===== src/sscs_consts.svh =====
/*
  Constants of the strap configuration and clock select block: register
  addresses, field positions, reset values and watchdog timing.
  Assumes it is included by its bare name after the package.
*/
`ifndef SSCS_CONSTS_SVH
`define SSCS_CONSTS_SVH

// ----------------------------------------------------------------
// Register addresses (low 7 bits of the address byte)
// ----------------------------------------------------------------
`define SSCS_ADDR_GLOBAL 7'h00
`define SSCS_ADDR_CURRENT 7'h10
`define SSCS_ADDR_PWRDN 7'h11
`define SSCS_ADDR_VLIMIT 7'h13
`define SSCS_ADDR_CHOP 7'h6C
`define SSCS_WRITE_BIT 39

// ----------------------------------------------------------------
// Field positions
// ----------------------------------------------------------------
`define SSCS_GC_QUIET 2
`define SSCS_GC_ERRDIAG 5
`define SSCS_GC_IDXDIAG 6
`define SSCS_CH_OFF_TIME 3:0
`define SSCS_CH_RESOLUTION 27:24
`define SSCS_CU_HOLD 4:0
`define SSCS_CU_RUN 12:8
`define SSCS_CU_DELAY 19:16

// ----------------------------------------------------------------
// Reset values and strap decode values
// ----------------------------------------------------------------
`define SSCS_RST_GLOBAL 32'h0000_0000
`define SSCS_RST_CHOP 32'h0000_0000
`define SSCS_RST_CURRENT 32'h0000_0000
`define SSCS_RST_PWRDN 32'h0000_0000
`define SSCS_RST_VLIMIT 32'h0000_0000
`define SSCS_RES_CODE_8 4'h5
`define SSCS_RUN_BASE 5'h10
`define SSCS_RUN_MAX 5'h1F
`define SSCS_OFF_TIME_STANDALONE 4'h3

// ----------------------------------------------------------------
// Clock watchdog: internal oscillator cycles without an external edge
// ----------------------------------------------------------------
`define SSCS_WDOG_CYCLES 6'h20

`endif


===== src/sscs_pkg.sv =====
/*
  Types of the strap configuration and clock select block.
  Assumes nothing of its surroundings.
*/
`default_nettype none
package sscs_pkg;

  typedef enum logic [1:0] {
    SSCS_CLK_INT = 2'b01,
    SSCS_CLK_EXT = 2'b10
  } sscs_clk_e;

  typedef struct packed {
    logic iface_select;
    logic stepdir_select;
    logic [6:0] cfg;
    logic ext_clk;
  } sscs_pins_s;

  typedef struct packed {
    logic standalone;
    logic serial_enable;
    logic single_wire_enable;
    logic error_on_first_diag;
    logic index_on_second_diag;
    logic quiet_chopper_enable;
    logic [3:0] microstep_resolution_code;
    logic [4:0] run_current_scale;
    logic [4:0] hold_current_scale;
    logic [3:0] hold_ramp_delay;
    logic [3:0] chopper_off_time;
  } sscs_config_s;

  typedef struct packed {
    sscs_pins_s sync1;
    sscs_pins_s sync2;
    logic ext_prev;
    logic [1:0] ext_edges;
    logic [5:0] wdog;
    sscs_clk_e clk_src;
    logic [31:0] global_configuration;
    logic [31:0] chopper_configuration;
    logic [31:0] motor_current_settings;
    logic [31:0] powerdown_delay;
    logic [31:0] quiet_mode_velocity_limit;
    sscs_config_s cfg;
  } sscs_state_s;

endpackage

`default_nettype wire


===== src/sscs_top.sv =====
/*
  Configuration front end of a stepper driver: standalone strap decode,
  serial register writes with power-on defaults, and clock source select
  with a watchdog. Assumes straps and the external clock are asynchronous
  pins and that the serial datagram port is driven on sys_clk.
*/
`timescale 1ns/1ps
`default_nettype none

`include "sscs_consts.svh"

// Notes on behaviour
// - Standalone when interface select strap is low and step/dir strap high.
// - Standalone turns off serial and single wire interfaces; step/dir only.
// - Standalone forces error reporting on the first diagnostic output.
// - Standalone forces index reporting on the second diagnostic output.
// - Resolution straps pick 8, 16, 32, 64 microsteps: codes 5, 4, 3, 2.
// - Current straps n give run current 16+2n, or 31 when all high.
// - Chopper strap low gives off-time 3; high enables quiet chopper.
// - Hold strap low: hold equals run; high: hold is half of run.
// - Internal oscillator is used while no external clock is detected.
// - Switch to the external clock only on its second rising edge.
// - Watchdog returns to internal clock after about 32 cycles without edges.
// - Power-on reset loads defaults into all configuration registers.
module sscs_top (
  input wire logic sys_clk,
  input wire logic reset,
  input wire logic interface_select_strap,
  input wire logic stepdir_select_strap,
  input wire logic strap_resolution_lsb,
  input wire logic strap_resolution_msb,
  input wire logic strap_current_bit0,
  input wire logic strap_current_bit1,
  input wire logic strap_current_bit2,
  input wire logic strap_chopper_select,
  input wire logic strap_hold_reduction,
  input wire logic ext_clk_pin,
  input wire logic dgram_valid,
  input wire logic [39:0] dgram,
  output sscs_pkg::sscs_config_s config_out,
  output logic use_ext_clk,
  output logic [31:0] powerdown_delay,
  output logic [31:0] quiet_mode_velocity_limit
);
  import sscs_pkg::*;

  sscs_state_s st;
  sscs_state_s next_st;
  sscs_pins_s pins;
  logic standalone;
  logic [2:0] cur_n;
  logic [6:0] wr_addr;
  logic [31:0] wr_data;
  logic wr_en;
  sscs_config_s sa_cfg;
  sscs_config_s reg_cfg;

  assign pins = '{iface_select: interface_select_strap,
                  stepdir_select: stepdir_select_strap,
                  cfg: {strap_hold_reduction, strap_chopper_select, strap_current_bit2,
                        strap_current_bit1, strap_current_bit0, strap_resolution_msb,
                        strap_resolution_lsb},
                  ext_clk: ext_clk_pin};

  // ----------------------------------------------------------------
  // Next state
  // ----------------------------------------------------------------
  always_comb begin
    next_st = st;
    next_st.sync1 = pins;
    next_st.sync2 = st.sync1;
    standalone = !st.sync2.iface_select && st.sync2.stepdir_select;
    cur_n = st.sync2.cfg[4:2];
    wr_addr = dgram[38:32];
    wr_data = dgram[31:0];
    // Writes are dropped in standalone since the serial port is off
    wr_en = dgram_valid && dgram[`SSCS_WRITE_BIT] && !standalone;

    // Clock source: count rising edges, watchdog on the gap between them
    next_st.ext_prev = st.sync2.ext_clk;
    if (st.sync2.ext_clk && !st.ext_prev) begin
      next_st.wdog = 6'h00;
      if (st.ext_edges != 2'h2) begin
        next_st.ext_edges = st.ext_edges + 2'h1;
      end
      if (st.ext_edges == 2'h1) begin
        next_st.clk_src = SSCS_CLK_EXT;
      end
    end else if (st.wdog > `SSCS_WDOG_CYCLES) begin
      // A held-low pin never reaches two edges and stays internal
      next_st.clk_src = SSCS_CLK_INT;
      next_st.ext_edges = 2'h0;
    end else begin
      // Stops one past the limit and parks there, so it never wraps
      next_st.wdog = st.wdog + 6'h01;
    end

    if (wr_en) begin
      unique case (wr_addr)
        `SSCS_ADDR_GLOBAL: next_st.global_configuration = wr_data;
        `SSCS_ADDR_CHOP: next_st.chopper_configuration = wr_data;
        `SSCS_ADDR_CURRENT: next_st.motor_current_settings = wr_data;
        `SSCS_ADDR_PWRDN: next_st.powerdown_delay = wr_data;
        `SSCS_ADDR_VLIMIT: next_st.quiet_mode_velocity_limit = wr_data;
        default: next_st.global_configuration = st.global_configuration;
      endcase
    end

    // Strap decode
    sa_cfg.standalone = 1'b1;
    sa_cfg.serial_enable = 1'b0;
    sa_cfg.single_wire_enable = 1'b0;
    sa_cfg.error_on_first_diag = 1'b1;
    sa_cfg.index_on_second_diag = 1'b1;
    sa_cfg.microstep_resolution_code =
      `SSCS_RES_CODE_8 - {2'b00, st.sync2.cfg[1:0]};
    sa_cfg.run_current_scale = (cur_n == 3'h7) ? `SSCS_RUN_MAX :
      `SSCS_RUN_BASE + {1'b0, cur_n, 1'b0};
    sa_cfg.quiet_chopper_enable = st.sync2.cfg[5];
    sa_cfg.chopper_off_time = st.sync2.cfg[5] ? st.chopper_configuration[`SSCS_CH_OFF_TIME] :
      `SSCS_OFF_TIME_STANDALONE;
    sa_cfg.hold_current_scale = st.sync2.cfg[6] ? {1'b0, sa_cfg.run_current_scale[4:1]} :
      sa_cfg.run_current_scale;
    // No strap sets the hold ramp, so it keeps the register value
    sa_cfg.hold_ramp_delay = st.motor_current_settings[`SSCS_CU_DELAY];

    reg_cfg.standalone = 1'b0;
    reg_cfg.serial_enable = 1'b1;
    reg_cfg.single_wire_enable = 1'b1;
    reg_cfg.error_on_first_diag = st.global_configuration[`SSCS_GC_ERRDIAG];
    reg_cfg.index_on_second_diag = st.global_configuration[`SSCS_GC_IDXDIAG];
    reg_cfg.quiet_chopper_enable = st.global_configuration[`SSCS_GC_QUIET];
    reg_cfg.microstep_resolution_code = st.chopper_configuration[`SSCS_CH_RESOLUTION];
    reg_cfg.run_current_scale = st.motor_current_settings[`SSCS_CU_RUN];
    reg_cfg.hold_current_scale = st.motor_current_settings[`SSCS_CU_HOLD];
    reg_cfg.hold_ramp_delay = st.motor_current_settings[`SSCS_CU_DELAY];
    reg_cfg.chopper_off_time = st.chopper_configuration[`SSCS_CH_OFF_TIME];

    next_st.cfg = standalone ? sa_cfg : reg_cfg;
  end

  // ----------------------------------------------------------------
  // State register; reset stands for the power-on reset
  // ----------------------------------------------------------------
  always_ff @(posedge sys_clk or posedge reset) begin
    if (reset) begin
      st <= '0;
      st.clk_src <= SSCS_CLK_INT;
      st.global_configuration <= `SSCS_RST_GLOBAL;
      st.chopper_configuration <= `SSCS_RST_CHOP;
      st.motor_current_settings <= `SSCS_RST_CURRENT;
      st.powerdown_delay <= `SSCS_RST_PWRDN;
      st.quiet_mode_velocity_limit <= `SSCS_RST_VLIMIT;
      // Serial ports read as enabled until the straps have been sampled
      st.cfg.serial_enable <= 1'b1;
      st.cfg.single_wire_enable <= 1'b1;
    end else begin
      st <= next_st;
    end
  end

  assign config_out = st.cfg;
  // One-hot source code: bit 1 marks the external clock, so no gate sits on the output
  assign use_ext_clk = st.clk_src[1];
  assign powerdown_delay = st.powerdown_delay;
  assign quiet_mode_velocity_limit = st.quiet_mode_velocity_limit;
endmodule

`default_nettype wire


===== config.mk =====
export PLATFORM = sky130hd
export DESIGN_NAME = sscs_top
export DESIGN_NICKNAME = d
export VERILOG_FILES = /design/src/sscs_pkg.sv /design/src/sscs_top.sv
export VERILOG_INCLUDE_DIRS = /design/src /design/src/src
export SDC_FILE = /design/constraint.sdc
export NUM_CORES = 1
export LEC_CHECK = 0
export ABC_AREA = 1
export BUFFER_PORTS_ARGS = -buffer_cell sky130_fd_sc_hd__buf_2
export CORE_ASPECT_RATIO = 0.7
export CORE_UTILIZATION = 49
export DETAILED_ROUTE_END_ITERATION = 12
export PLACE_DENSITY = 0.76
export SKIP_LAST_GASP = 1
export SYNTH_ARGS = -nofsm -noshare
export SYNTH_HDL_FRONTEND = slang
export SYNTH_SLANG_ARGS = --single-unit
export TNS_END_PERCENT = 1

===== constraint.sdc =====
create_clock -name sys_clk -period 4 [get_ports sys_clk]
set_input_delay 0.4 -clock sys_clk [delete_from_list [all_inputs] [get_ports sys_clk]]
set_output_delay 0.4 -clock sys_clk [all_outputs]
set_load 0.03 [all_outputs]

==> impl_metrics.yaml <==
global_route:
  grt_overflow_total: 0
  grt_pass1_vias: 4516
  antenna_found_initial: 0
  grt_first_pass_wirelength_mm: 23.0
  grt_max_degree: 81
  track_usage_pct: 22.7
route:
  first_iter_violations: 240
  drt-met1-wl_mm: 6.42
  route.detailed.drc: 0
  first_pass_iters: 6
  top_layer_used: "met4"
  wl_mm: 14.3
  wl_met3_mm: 1.22
  post_drt_via_cell_ratio: 5.07
  via_count: 4546
  antenna_left: 0
  wl_met2_mm: 6.47
  wl_per_cell_um: 15.9
floorplanning:
  die_w_um: 138
  initial_utilization_pct: 50.7
  die_area_sq_mm: 0.0134
  core-area_sq_mm: 0.0125
  rows: 34
  die_h_um: 97.2
  io_pins: 146
critical_path:
  cp-start-kind: "flop"
  cp-end-kind: "flop"
  reg2reg_depth: 7
  cp.arrival_ns: 2.85
  cp_max_fo: 45
  path_class: "flop to flop"
  crit_required_ns: 4.30
pwr:
  power_leakage_nw: 4.15
  p_per_area_mw_per_mm2: 526
  switching_share_pct: 24.9
  p_int_mw: 2.81
  switchingPower_mw: 0.933
  clockPowerShare_pct: 47.0
  comb_power_share_pct: 9.6
  power_frac_seq_pct: 43.4
  peakVddDrop_mv: 0.418
logic_synthesis:
  synth_edf_count: 0
  ys.flop_type: "dfrtp_1"
  synth.cell_area_sq_mm: 0.00634
  netlist_instances: 668
  synth_cell_type_count: 25
  synth_nets: 725
  synth-seq-cells: 146
  ys_warn_count: 0
  synth_area_leaders: "dfrtp_1 (57%), nand2_1 (13%), buf_4 (11%), nand3_1 (7.8%), inv_1 (1.7%)"
  avgSynthCellArea_sq_um: 9.49
  synth-async-reset-ratio_pct: 100
  synth_top_area_share_pct: 57.2
  yosysSeqAreaShare_pct: 57.7
  yosysTopAreaCell: "dfrtp_1"
timing:
  post-route-period-util_pct: 63.8
  finalSetupViolations: 0
  rsz0062_at_grt: "no"
  tightestPinTransition_ns: 0.646
  finalSetupTns_ns: 0
  finClkSkew_ns: 0.00632
  finalHoldViolations: 0
  maxSlewViolCount: 0
  max_freq_mhz: 392
  finalCriticalPeriod_ns: 2.55
  max_slew_margin_pct: 56.8
cells_and_area:
  layout.cells.most_common_list: "nand2_1 (214), dfrtp_1 (145), buf_2 (145)"
  final_net_count: 778
  drive_above_1_share_pct: 27.7
  area_growth_pct: 12.3
  final_design_area_no_fill_sq_mm: 0.00712
  insertedDiodeCount: 0
  layout.cells.non_filler: 896
  fillCellCount: 1115
  final_common_cell: "nand2_1"
cts:
  post_cts_buffers: 0
  cts_resized: 0
  insertion_delay_ns: 0.41
  cts.reportedPaths.clkPinSlew_ns: 0.06
  cts_made_buffers: 17
  root_buffer: "clkbuf_16"
  htree_num_levels: 4
  ctsHoldBuffers: 0
  clockBufferDepth: 2
  cts_tree: "built"
  clock_sinks: 146
placement:
  dp.cells: 864
  dp_hpwl_mm: 9.75
  port_buffers: 145
  post_dp_cell_area_sq_mm: 0.00646
  place.gp.congestion: 0.826
run_status:
  outcome: "finished, final reports clean"
job:
  cap_viol_max_count: 0
hold_path:
  hold_class: "input port to asynchronous set/reset pin"
-- final timing paths --
path | end | start | slack, ns
max | reg_cfg[9]$_DFFE_PP0P_ | st[207]$_DFF_PP0_ | 1.45
min | quiet_mode_velocity_limit[9]$_DFFE_PP0P_ | reset | 0.01
max reg2reg | reg_cfg[9]$_DFFE_PP0P_ | st[207]$_DFF_PP0_ | 1.45
min reg2reg | st[207]$_DFF_PP0_ | next_st[207]$_DFF_PP0_ | 0.35
max in group asynchronous | reg_cfg[6]$_DFFE_PP0P_ | reset | 3.06
min in group sys_clk | next_st[205]$_DFF_PP0_ | strap_chopper_select | 0.09
-- per-stage QoR --
step	setup WS (ns)	hold slack (ns)	power (mW)	util [%]
after floorplan	1.77	0.331	1.92	-
after global placement	1.58	0.336	1.98	51.7
after detailed placement	1.45	0.335	2.01	51.7
after CTS	1.45	0.0206	3.77	56.9
after global routing	1.20	0.0407	3.89	56.9
final	1.45	0.0132	3.74	56.9
-- Yosys cell counts (2+ instances only) --
cell type  instances
buf_2             14
buf_6              8
o21ai_0           12
or2_2              8
a21oi_1            4
nand2_1          214
inv_2              2
nand2_4            2
nor2_1            20
ha_1               4
nand4_1            4
dfrtp_1          145
nand3_1           99
buf_4             93
nor3_4             2
inv_1             28
-- final cells by class --
type / instances / area [sq um] / area share, %
flip-flops and latches: 146 / 3650 / 51.3
inverters: 30 / 116 / 1.63
clock inverters: 13 / 205 / 2.88
multi-input cells: 375 / 1710 / 24.0
repair buffers: 151 / 783 / 11.0
well taps: 162 / 203 / 2.85
clock buffers: 19 / 453 / 6.36
-- kinds of logic after synthesis --
family / count (synthesis) / share of synthesized area [%]
AND/OR/NAND/NOR: 353 / 24.5
multiplexers: 1 / 0.178
AO/OA/AOI/OAI: 17 / 1.40
flip-flops: 146 / 57.7
adder cells (fa/ha/maj): 4 / 0.790
buffers and inverters: 147 / 15.4
-- worst max-delay path: stages, from the launching register on --
cell     delay (ns)
dfrtp_1        0.39
nand2_2        0.36
nand2_4        0.12
nor2_8         0.42
buf_4          0.48
nand2_1        0.41
nand2_1        0.18
nand2_1        0.06
-- power groups by stage --
stage	Clock, mW	Sequential (mW)	Combinational [mW]
final	1.76	1.62	0.359
after global routing	1.86	1.63	0.396
after CTS	1.78	1.62	0.362
after detailed placement	0	1.65	0.360
after global placement	0	1.64	0.340
after floorplan	0	1.63	0.287
-- flip-flops by register name, indices dropped and copies added (netlist names) --
register,count
st,14
powerdown_delay,32
sa_cfg,1
reg_cfg,25
config_out,27
use_ext_clk,1
next_st,11
cur_n,3
quiet_mode_velocity_limit,32
-- metal layers --
| metal | up-vias | track usage, % |
|---|---|---|
| met4 | 0 | 6.77 |
| met5 | - | 0 |
| met2 | 197 | 34.1 |
| li1 | 2121 | - |
| met1 | 2210 | 32.7 |
| met3 | 18 | 5.11 |
Note: power is estimated with default switching activity, not from simulation.
